File: src/flash_ctl_pkg.sv
/*
 * constants, types and step table of the flash status/continuity controller
 * assumes a parallel NOR flash on plain pins and software on APB
 */
// Summary of operation
// RULE1: the flash compares two inverted all-line pattern writes for continuity
// RULE2: a correct pattern pair sets flash status bit 0
// RULE3: host puts the die choice on address bit 26 for every cycle
// RULE4: host writes clear code, then status-read code, then checks bit 0 is zero
// RULE5: x16 patterns are FF00 at 2AAAA55, then 00FF at 15555AA
// RULE6: x8 uses status address AAA, FF at 55554AB, then 00 at 2AAAB54
// RULE7: after patterns host issues status read; bit 0 one means continuity passed
// RULE8: the flash holds one 16-bit status word, read only via status read
// RULE9: status-read command captures status on rising write strobe, enters overlay
// RULE10: in the overlay every address returns the captured status word
// RULE11: first read ends the overlay on rising chip or output enable
// RULE12: x8 host reads both bytes by toggling byte select with strobes held
// RULE13: the flash ignores writes while in the overlay
// RULE14: result flags: erase fail 5, program fail 4, buffer abort 3, locked 1
// RULE15: live flags: ready 7, erase suspended 6, program suspended 2
// RULE16: status bits 15 to 8 are reserved and masked by the host
// RULE17: soft reset clears bits 5,4,1,0 only when bit 3 is zero
// RULE18: clear status zeroes bits 5,4,3,1,0, live bits untouched
// RULE19: the flash offers status word, data polling and ready/busy pin together
// RULE20: bit 7 reads one when no embedded algorithm runs
// RULE21: bits 6 to 1 are valid only while bit 7 reads one
// RULE22: reset puts ready at bit 7 and other defined bits at zero
// RULE23: a wrong pattern pair leaves the continuity flag unchanged
package flash_ctl_pkg;
	// apb map
	localparam logic [11:0] REG_CTRL   = 12'h000;
	localparam logic [11:0] REG_STATUS = 12'h004;
	localparam logic [11:0] REG_SWORD  = 12'h008;
	// ctrl fields
	localparam int CTRL_OP_LSB = 0;
	localparam int CTRL_START  = 2;
	localparam int CTRL_X8     = 3;
	localparam int CTRL_DIE    = 4;
	// status fields
	localparam int ST_BUSY = 0;
	localparam int ST_DONE = 1;
	localparam int ST_PASS = 2;
	localparam int ST_CHK0 = 3;
	localparam int ST_RDY  = 4;
	// flash status bits
	localparam int FS_READY = 7;
	localparam int FS_CONT  = 0;
	localparam logic [7:0] FS_MASK = 8'hFF;
	// operations
	localparam logic [1:0] OP_STATUS = 2'h0;
	localparam logic [1:0] OP_CONT   = 2'h1;
	localparam logic [1:0] OP_CLEAR  = 2'h2;
	localparam logic [1:0] OP_RESET  = 2'h3;
	localparam logic [2:0] CONT_READ0 = 3'h2;
	localparam logic [2:0] CONT_PAT1  = 3'h3;
	localparam logic [2:0] CONT_SRCMD = 3'h5;
	localparam logic [2:0] CONT_READ1 = 3'h6;
	// flash addresses, raw as A25..A0 (x16) or A25..A-1 (x8)
	localparam logic [26:0] A_UNLOCK = 27'h0000555;
	localparam logic [26:0] A_SR8    = 27'h0000AAA;
	localparam logic [26:0] A_PAT1W  = 27'h2AAAA55;
	localparam logic [26:0] A_PAT2W  = 27'h15555AA;
	localparam logic [26:0] A_PAT1B  = 27'h55554AB;
	localparam logic [26:0] A_PAT2B  = 27'h2AAAB54;
	localparam logic [26:0] A_ZERO   = 27'h0000000;
	// flash data
	localparam logic [15:0] CMD_CLEAR = 16'h0071;
	localparam logic [15:0] CMD_SR    = 16'h0070;
	localparam logic [15:0] CMD_RESET = 16'h00F0;
	localparam logic [15:0] D_PAT1W   = 16'hFF00;
	localparam logic [15:0] D_PAT2W   = 16'h00FF;
	localparam logic [15:0] D_PAT1B   = 16'h00FF;
	localparam logic [15:0] D_PAT2B   = 16'h0000;
	// timing
	localparam int CLK_MHZ    = 100;
	localparam int T_SETUP_NS = 10;
	localparam int T_WP_NS    = 50;
	localparam int T_ACC_NS   = 100;
	localparam int T_REC_NS   = 30;
	localparam logic [7:0] SETUP_CYC = 8'((T_SETUP_NS * CLK_MHZ + 999) / 1000);
	localparam logic [7:0] WP_CYC    = 8'((T_WP_NS * CLK_MHZ + 999) / 1000);
	localparam logic [7:0] ACC_CYC   = 8'((T_ACC_NS * CLK_MHZ + 999) / 1000);
	localparam logic [7:0] REC_CYC   = 8'((T_REC_NS * CLK_MHZ + 999) / 1000);

	typedef enum logic [1:0] {K_END = 2'b00, K_WR = 2'b01, K_RD = 2'b10} kind_t;
	typedef struct packed {
		kind_t       kind;
		logic [26:0] raw;
		logic [15:0] data;
	} step_t;
	typedef enum logic [2:0] {
		P_IDLE  = 3'b000,
		P_ISSUE = 3'b001,
		P_SETUP = 3'b010,
		P_WSTB  = 3'b011,
		P_RLO   = 3'b100,
		P_RHI   = 3'b101,
		P_REC   = 3'b110
	} phase_t;

	// bus cycle list of each operation
	function automatic step_t step_of(input logic [1:0] op, input logic [2:0] idx,
		input logic x8);
		step_t       s;
		logic [26:0] sra;
		s   = '{K_END, A_ZERO, 16'h0000};
		sra = x8 ? A_SR8 : A_UNLOCK;
		case (op)
			OP_STATUS: begin
				if (idx == 3'h0) s = '{K_WR, sra, CMD_SR};
				else if (idx == 3'h1) s = '{K_RD, A_ZERO, 16'h0000};
			end
			OP_CLEAR: begin
				if (idx == 3'h0) s = '{K_WR, A_UNLOCK, CMD_CLEAR};
			end
			OP_RESET: begin
				if (idx == 3'h0) s = '{K_WR, A_ZERO, CMD_RESET};
			end
			default: begin
				case (idx)
					3'h0: s = '{K_WR, A_UNLOCK, CMD_CLEAR};
					3'h1: s = '{K_WR, sra, CMD_SR};
					3'h2: s = '{K_RD, A_ZERO, 16'h0000};
					3'h3: begin
						if (x8) s = '{K_WR, A_PAT1B, D_PAT1B};
						else s = '{K_WR, A_PAT1W, D_PAT1W};
					end
					3'h4: begin
						if (x8) s = '{K_WR, A_PAT2B, D_PAT2B};
						else s = '{K_WR, A_PAT2W, D_PAT2W};
					end
					3'h5: s = '{K_WR, sra, CMD_SR};
					3'h6: s = '{K_RD, A_ZERO, 16'h0000};
					default: s = '{K_END, A_ZERO, 16'h0000};
				endcase
			end
		endcase
		return s;
	endfunction : step_of
endpackage : flash_ctl_pkg

File: src/flash_ctl.sv
/*
 * host controller that runs status reads, clears, soft resets and the
 * continuity check on a parallel NOR flash; software drives it over APB
 * assumes pins synchronous to pclk and flash timing met by the package counts
 */
// Local design decisions: the address map and the APB register port.
`timescale 1ns/1ns
module flash_ctl #(
	parameter int CNT_W = 8
) (
	// clock and reset
	input  wire logic        pclk,
	input  wire logic        presetn,
	// apb slave
	input  wire logic        psel,
	input  wire logic        penable,
	input  wire logic        pwrite,
	input  wire logic [11:0] paddr,
	input  wire logic [31:0] pwdata,
	output logic      [31:0] prdata,
	output logic             pready,
	output logic             pslverr,
	// flash pins
	output logic      [26:0] flash_addr,
	output logic             flash_bsel,
	output logic             flash_ce_n,
	output logic             flash_oe_n,
	output logic             flash_we_n,
	output logic             flash_word_mode,
	output logic      [15:0] flash_dq_out,
	output logic             flash_dq_oe_n,
	input  wire logic [15:0] flash_dq_in,
	input  wire logic        ready_busy_pin
);
	import flash_ctl_pkg::*;

	if (CNT_W < 8) begin : g_chk
		$error("CNT_W too small for timing counts");
	end

	typedef struct packed {
		phase_t      phase;
		logic [1:0]  op;
		logic [2:0]  step;
		logic [7:0]  cnt;
		logic        is_rd;
		logic        x8;
		logic        die;
		logic        busy;
		logic        done;
		logic        pass;
		logic        chk0;
		logic [7:0]  status;
		logic [26:0] addr;
		logic        bsel;
		logic        ce_n;
		logic        oe_n;
		logic        we_n;
		logic        dq_oe_n;
		logic [15:0] dq_out;
		logic        pready;
		logic        pslverr;
		logic [31:0] prdata;
	} state_t;

	localparam state_t RESET_STATE = '{P_IDLE, OP_STATUS, 3'h0, 8'h00, 1'b0, 1'b0, 1'b0,
		1'b0, 1'b0, 1'b0, 1'b0, 8'h00, 27'h0000000, 1'b0, 1'b1, 1'b1, 1'b1, 1'b1,
		16'h0000, 1'b0, 1'b0, 32'h00000000};

	state_t s;
	state_t next_s;
	step_t  st;
	logic [7:0] v;

	always_comb begin
		next_s         = s;
		next_s.pready  = 1'b0;
		next_s.pslverr = 1'b0;
		st             = step_of(s.op, s.step, s.x8);
		v              = flash_dq_in[7:0] & FS_MASK;
		// apb access, answered one cycle into the access phase
		if (psel && penable && !s.pready) begin
			next_s.pready = 1'b1;
			next_s.prdata = 32'h00000000;
			if (pwrite) begin
				if (paddr == REG_CTRL) begin
					if (!s.busy) begin
						next_s.op  = pwdata[CTRL_OP_LSB +: 2];
						next_s.x8  = pwdata[CTRL_X8];
						next_s.die = pwdata[CTRL_DIE];
						if (pwdata[CTRL_START]) begin
							next_s.busy  = 1'b1;
							next_s.done  = 1'b0;
							next_s.pass  = 1'b0;
							next_s.chk0  = 1'b0;
							next_s.step  = 3'h0;
							next_s.phase = P_ISSUE;
						end
					end
				end else if (paddr != REG_STATUS && paddr != REG_SWORD) begin
					next_s.pslverr = 1'b1;
				end
			end else begin
				if (paddr == REG_CTRL) begin
					next_s.prdata[CTRL_OP_LSB +: 2] = s.op;
					next_s.prdata[CTRL_X8]          = s.x8;
					next_s.prdata[CTRL_DIE]         = s.die;
				end else if (paddr == REG_STATUS) begin
					next_s.prdata[ST_BUSY] = s.busy;
					next_s.prdata[ST_DONE] = s.done;
					next_s.prdata[ST_PASS] = s.pass;
					next_s.prdata[ST_CHK0] = s.chk0;
					next_s.prdata[ST_RDY]  = ready_busy_pin;
				end else if (paddr == REG_SWORD) begin
					next_s.prdata[7:0] = s.status; // RULE16
				end else begin
					next_s.pslverr = 1'b1;
				end
			end
		end
		// flash bus sequencer
		case (s.phase)
			P_ISSUE: begin
				if (st.kind == K_END) begin
					next_s.busy  = 1'b0;
					next_s.done  = 1'b1;
					next_s.phase = P_IDLE;
				end else begin
					next_s.addr    = s.x8 ? {s.die, st.raw[26:1]} : {s.die, st.raw[25:0]}; // RULE3
					next_s.bsel    = s.x8 ? st.raw[0] : 1'b0;
					next_s.dq_out  = st.data; // RULE4 RULE5 RULE6
					next_s.is_rd   = (st.kind == K_RD);
					next_s.dq_oe_n = (st.kind == K_RD);
					next_s.ce_n    = 1'b0;
					next_s.cnt     = SETUP_CYC - 8'h01;
					next_s.phase   = P_SETUP;
				end
			end
			P_SETUP: begin
				if (s.cnt != 8'h00) begin
					next_s.cnt = s.cnt - 8'h01;
				end else if (s.is_rd) begin
					next_s.oe_n  = 1'b0;
					next_s.cnt   = ACC_CYC - 8'h01;
					next_s.phase = P_RLO;
				end else begin
					next_s.we_n  = 1'b0;
					next_s.cnt   = WP_CYC - 8'h01;
					next_s.phase = P_WSTB;
				end
			end
			P_WSTB: begin
				if (s.cnt != 8'h00) begin
					next_s.cnt = s.cnt - 8'h01;
				end else begin
					next_s.we_n  = 1'b1;
					next_s.cnt   = REC_CYC - 8'h01;
					next_s.phase = P_REC;
				end
			end
			P_RLO: begin
				if (s.cnt != 8'h00) begin
					next_s.cnt = s.cnt - 8'h01;
				end else begin
					next_s.status = v; // RULE16
					if (s.op == OP_CONT && s.step == CONT_READ0) begin
						next_s.chk0 = v[FS_READY] && !v[FS_CONT]; // RULE4 RULE21
					end
					if (s.op == OP_CONT && s.step == CONT_READ1) begin
						next_s.pass = s.chk0 && v[FS_READY] && v[FS_CONT]; // RULE7 RULE21
					end
					if (s.x8) begin
						next_s.bsel  = 1'b1; // RULE12
						next_s.cnt   = ACC_CYC - 8'h01;
						next_s.phase = P_RHI;
					end else begin
						next_s.oe_n  = 1'b1;
						next_s.cnt   = REC_CYC - 8'h01;
						next_s.phase = P_REC;
					end
				end
			end
			P_RHI: begin
				// upper byte is reserved, discarded
				if (s.cnt != 8'h00) begin
					next_s.cnt = s.cnt - 8'h01;
				end else begin
					next_s.oe_n  = 1'b1;
					next_s.cnt   = REC_CYC - 8'h01;
					next_s.phase = P_REC;
				end
			end
			P_REC: begin
				next_s.ce_n    = 1'b1;
				next_s.dq_oe_n = 1'b1;
				if (s.cnt != 8'h00) begin
					next_s.cnt = s.cnt - 8'h01;
				end else begin
					next_s.step  = s.step + 3'h1;
					next_s.phase = P_ISSUE;
				end
			end
			P_IDLE: begin
				// waits for a start write
			end
			default: begin
				next_s.phase = P_IDLE;
			end
		endcase
	end

	always_ff @(posedge pclk or negedge presetn) begin
		if (!presetn) begin
			s <= RESET_STATE;
		end else begin
			s <= next_s;
		end
	end

	assign prdata          = s.prdata;
	assign pready          = s.pready;
	assign pslverr         = s.pslverr;
	assign flash_addr      = s.addr;
	assign flash_bsel      = s.bsel;
	assign flash_ce_n      = s.ce_n;
	assign flash_oe_n      = s.oe_n;
	assign flash_we_n      = s.we_n;
	assign flash_word_mode = !s.x8;
	assign flash_dq_out    = s.dq_out;
	assign flash_dq_oe_n   = s.dq_oe_n;
endmodule : flash_ctl

File: config.mk
export PLATFORM = sky130hd
export DESIGN_NAME = flash_ctl
export DESIGN_NICKNAME = d
export VERILOG_FILES = /design/src/flash_ctl_pkg.sv /design/src/flash_ctl.sv
export SDC_FILE = /design/constraint.sdc
export NUM_CORES = 1
export LEC_CHECK = 0
export BUFFER_PORTS_ARGS = -buffer_cell sky130_fd_sc_hd__buf_2
export CORE_MARGIN = 2
export CORE_UTILIZATION = 54
export DETAILED_ROUTE_END_ITERATION = 8
export PLACE_DENSITY = 0.83
export SLEW_MARGIN = 20
export SYNTH_ARGS = -nofsm -noshare
export SYNTH_HDL_FRONTEND = slang
export SYNTH_SLANG_ARGS = --single-unit
File: constraint.sdc
create_clock -name pclk -period 6.08 [get_ports pclk]
set_input_delay 0.608 -clock pclk [delete_from_list [all_inputs] [get_ports pclk]]
set_output_delay 0.608 -clock pclk [all_outputs]
set_load 0.03 [all_outputs]
# Word-level counts from Yosys, hierarchy flattened
# Cells that the tools add are included.
# W data, S select, Z words.
[classes] n_bitwise=3 reduce_logical=33 n_eq_ne=30 mux=76 n_addsub=2
[op_table] op="$pmux W45 S5" count=1
[op_table] op="$pmux W45 S3" count=1
[op_table] op="$mux W45" count=2
[op_table] op="$mux W44" count=2
[op_table] op="$mux W8" count=10
[op_table] op="$mux W43" count=1
[op_table] op="$mux W42" count=1
[op_table] op="$pmux W8 S5" count=1
[op_table] op="$mux W34" count=1
[op_table] op="$mux W3" count=11
[op_table] op="$mux W4" count=7
[op_table] op="$mux W26" count=1
[op_table] op="$mux W10" count=2
[op_table] op="$ne A2 B2 Y1 const B" count=10
[op_table] op="$eq A3 B3 Y1 const B" count=6
[op_table] op="$pmux W3 S6" count=1
[op_table] op="$mux W1" count=17
[op_table] op="$mux W17" count=1
[op_table] op="$mux W2" count=8
[op_table] op="$eq A12 B3 Y1 const B" count=1
[op_table] op="$eq A12 B4 Y1 const B" count=1
[op_table] op="$eq A3 B2 Y1 const B" count=4
[op_table] op="$logic_not A12 Y1" count=1
[op_table] op="$mux W12" count=1
[op_table] op="25 further kinds" count=52
[word_totals] register_bits=89 in_bits=66

# Logic depth before layout (Yosys ltp)
[logic_depth] word_depth=8 depth_mapped=9 mapped_depth_nobuf=7

# Worst setup path before layout
# Ideal clock, no wire load.
[synth_path] path_kind="flip-flop to flip-flop" start="reg s[107] (netlist name)" end="reg s[111] (netlist name)" required_time_ns=5.937 setup_ns=0.143 t_arrival_ns=2.367 stages_incl_launch_ff=9 n_path_buf=2 setup_slack_ns=3.570 path_cell_list="dfrtp_1 > buf_1 > inv_1 > ha_1 > nor4_1 > nor4_4 > o31ai_2 > clkbuf_1 > o21ai_0"
[synth_rtl] item="start, declared" line_no="flash_ctl.sv:70" text="state_t s;"
[synth_rtl] item="start signal, assigned" line_no="flash_ctl.sv:216" text="s <= next_s;"

# Final worst setup path
[layout_path] start="reg s[107] (netlist name)" end="reg s[102] (netlist name)"
[layout_between] elab_chain_cells=7
[layout_rtl] item="$eq A3 B2 Y1, or another cell as far along" line_no="flash_ctl_pkg.sv:120" text="case (idx)"
[layout_rtl] item="$reduce_or A2 Y1 (no source line) or $mux W45 (tied branches)"
[layout_rtl] item="$pmux W45 S5 or $mux W45 (tied branches)" line_no="flash_ctl_pkg.sv:120, flash_ctl_pkg.sv:110"
[layout_rtl] item="$pmux W45 S3 *" line_no="flash_ctl_pkg.sv:108" text="case (op)"
[layout_rtl] item="$logic_not A2 Y1 *" line_no="flash_ctl.sv:124" text="if (st.kind == K_END) begin"
[layout_rtl] item="$ne A2 B2 Y1 (no source line) *"
[layout_rtl] item="$reduce_and A3 Y1 (no source line) *"
# Every way passes the cells marked *; elsewhere a longest branch is shown, timed or not.
# A chain may end at the register's enable or synchronous reset.

==> flow_summary.yaml <==
run_status:
  status: "completed"
global_routing:
  grt_pass1_wl_mm: 13.00
  first_global_vias: 2767
  antenna_found_initial: 0
  grt_start_max_net_pins: 64
  grt_overflow_total: 0
  track_usage: 0.2104
timing:
  fin_crit_sh: 0.4751
  rsz0062_at_grt: "no"
  clock_skew_ns: 0.007986
  fin_setup_tns_ns: 0
  setup_viol: 0
  tightest_slew_ns: 0.7859
  drv_slew: 0
  finalHoldViolations: 0
  hold_ws_ns: 0.4111
  setup_ws_ns: 3.191
  min_period_ns: 2.889
  max_freq_ghz: 0.3462
  slew_headroom: 0.4761
route:
  wl_mm: 8.046
  drt-initial-drc-count: 202
  drc: 0
  wl_per_cell_um: 14.14
  antenna_left: 0
  num_vias: 3089
  vias_per_cell: 5.429
  firstDrtPassIters: 4
cells_and_area:
  diodes: 0
  fillerInstances: 684
  synthToLayoutAreaGrowth_pct: 6.144
  stdcell_count: 569
  final_nets: 537
  regArea_sq_mm: 0.001582
  design_area_sq_mm: 0.004150
  drive_above_1_share: 0.3021
  multi_input_area_sq_mm: 0.001695
  post-route-util: 0.5815
yosys:
  ys_top_cells_by_count: "75 x buf_4, 59 x dfrtp_1, 40 x nand2_1, 31 x o21ai_0, 30 x nor2_1"
  synthCells: 434
  synth_top_flop_cell: "dfrtp_1"
  syn_area_sq_mm: 0.003910
  synth_top_area_share: 0.3776
  yosys.cell_count.top_type: "buf_4"
  ys_warn_count: 0
  synth_area_leader_cell: "dfrtp_1"
  synthTopCellsByArea: "dfrtp_1 38%, buf_4 14%, o21ai_0 4.0%"
  synth.distinct_cells: 59
  async_flop_share: 1.000
  synth_seq_cells: 63
  ys_seq_area_frac: 0.4045
  synth-edff-count: 0
  syn_area_per_cell_sq_um: 9.009
clocking:
  post_cts_resized: 0
  ctsHoldBuffers: 0
  clkTransAtPathRegs_ns: 0.08
  cts_tree: "yes"
  root_buffer: "clkbuf_8"
  cts_buffers: 9
  cts_setup_buffers: 0
  cts_buffer_depth: 2
  insertion_delay_ns: 0.35
  clock_sinks: 63
  cts_max_level: 3
critical_path:
  cp_slowest_cell: "nor4b_2"
  crit_path_end_kind: "register"
  r2r_end: "s[102]$_DFFE_PN0P_"
  cp-start-kind: "register"
  cp_max_fo: 13
  path_buf_inv: 1
  required_ns: 6.35
  worstReg2RegStart: "s[107]$_DFF_PN0_"
  r2r_slack_ns: 3.19
  r2r_cells: 7
  slowest_delay_ns: 0.65
  critPathArrivalTime_ns: 3.16
  path_delay_family: "simple AND/OR/NAND/NOR gates"
  path_cells: "inv_1 > ha_1 > nor4_1 > nor4_4 > nor4b_2 > nor3_1 > a31oi_1"
  crit_type: "register to register"
worst_hold_path:
  hold_class: "input pin to async pin"
floorplanning:
  die_w_um: 89.09
  rows: 31
  core_sq_mm: 0.007137
  chipHeight_um: 89.09
  num_io_pins: 149
  start_util: 0.5479
  dieArea_sq_mm: 0.007937
place:
  dp_cells: 553
  gp_congestion: 0.9128
  dp_hpwl_mm: 5.787
  placed_area_sq_mm: 0.003944
  place_ws_ns: 3.251
  portBuffers: 89
power:
  swShare: 0.4198
  internal_power_mw: 0.9802
  power_mw: 1.689
  p_sw_mw: 0.7092
  power_density_mw_per_mm2: 407.1
  p_leak_nw: 2.046
  power_frac_clock: 0.223
  p_seq_frac: 0.375
  pwr-share-comb: 0.402
  vdd_drop_max_v: 0.0001704
job:
  drv_cap: 0
## flip-flops by register name, indices dropped and copies added (netlist names)
register	flops
s	31
flash_dq_out	5
flash_bsel	1
pslverr	1
flash_dq_oe_n	1
prdata	8
pready	1
flash_ce_n	1
flash_oe_n	1
flash_we_n	1
flash_addr	12
## area by class of cell
type	instances	share of cell area
Inverter	20	0.01809
Clock buffer	10	0.03316
Tap cell	99	0.02985
Sequential cell	63	0.3811
Multi-Input combinational cell	279	0.4085
Timing Repair Buffer	92	0.1128
Clock inverter	6	0.01658
## metal layers
| metal | global-route usage | share of wire | vias to the layer above |
|---|---|---|---|
| met2 | 0.3380 | 0.48 | 120 |
| met1 | 0.2778 | 0.43 | 1463 |
| met5 | 0 | 0 | - |
| met3 | 0.03416 | 0.061 | 18 |
| li1 | - | - | 1488 |
| met4 | 0.1018 | 0.023 | 0 |
## cell families after synthesis
kind of cell,synth area share
buffers and inverters,0.1856
xor gates and xnor gates,0.002240
other,0.0009591
adders and majority gates,0.02176
DFF,0.4045
muxes,0.03744
and+or+nand+nor,0.1763
AOI/OAI and AO/OA,0.1712
## worst max path at each step
| stage | from | end | slack, ns | depth (start not counted) |
|---|---|---|---|---|
| global placement | s[107]$_DFF_PN0_ | s[100]$_DFFE_PN0P_ | 3.32 | 7 |
| finish | s[107]$_DFF_PN0_ | s[102]$_DFFE_PN0P_ | 3.19 | 7 |
| floorplan | s[107]$_DFF_PN0_ | s[111]$_DFF_PN0_ | 3.57 | 8 |
| CTS | s[107]$_DFF_PN0_ | s[102]$_DFFE_PN0P_ | 3.22 | 7 |
| global route | s[107]$_DFF_PN0_ | s[98]$_DFFE_PN0P_ | 2.96 | 7 |
| detailed placement | s[107]$_DFF_PN0_ | s[98]$_DFFE_PN0P_ | 3.25 | 7 |
## worst reg2reg max path, stage by stage, from the launching register on
cell and delay [ns]:
dfrtp_1 0.60, inv_1 0.17, ha_1 0.29, nor4_1 0.49, nor4_4 0.12, nor4b_2 0.65, nor3_1 0.27, a31oi_1 0.23
## layout by cell type (no fill, tap or decap), types with 4 or more instances in the layout
cell	count
a21o_1	5
a21oi_1	27
a31oi_1	5
buf_2	89
clkbuf_8	10
clkinvlp_4	4
conb_1	24
dfrtp_1	59
dfstp_2	4
ha_1	6
inv_1	20
mux2_2	13
nand2_1	40
nand2b_1	5
nand3_1	12
nand4_1	5
nor2_1	30
nor2b_1	4
nor3_1	6
nor4_1	5
o21ai_0	31
o31ai_1	6
o41ai_1	8
## power by group through the flow
stage                     combinational, mW  sequential [mW]  clock [mW]
after global placement                0.650            0.631           0
after detailed placement              0.671            0.637           0
after floorplan                       0.583            0.616           0
final                                 0.679            0.633       0.377
after CTS                             0.677            0.630       0.384
after global routing                  0.759            0.648       0.404
(Power assumes the default switching activity.)
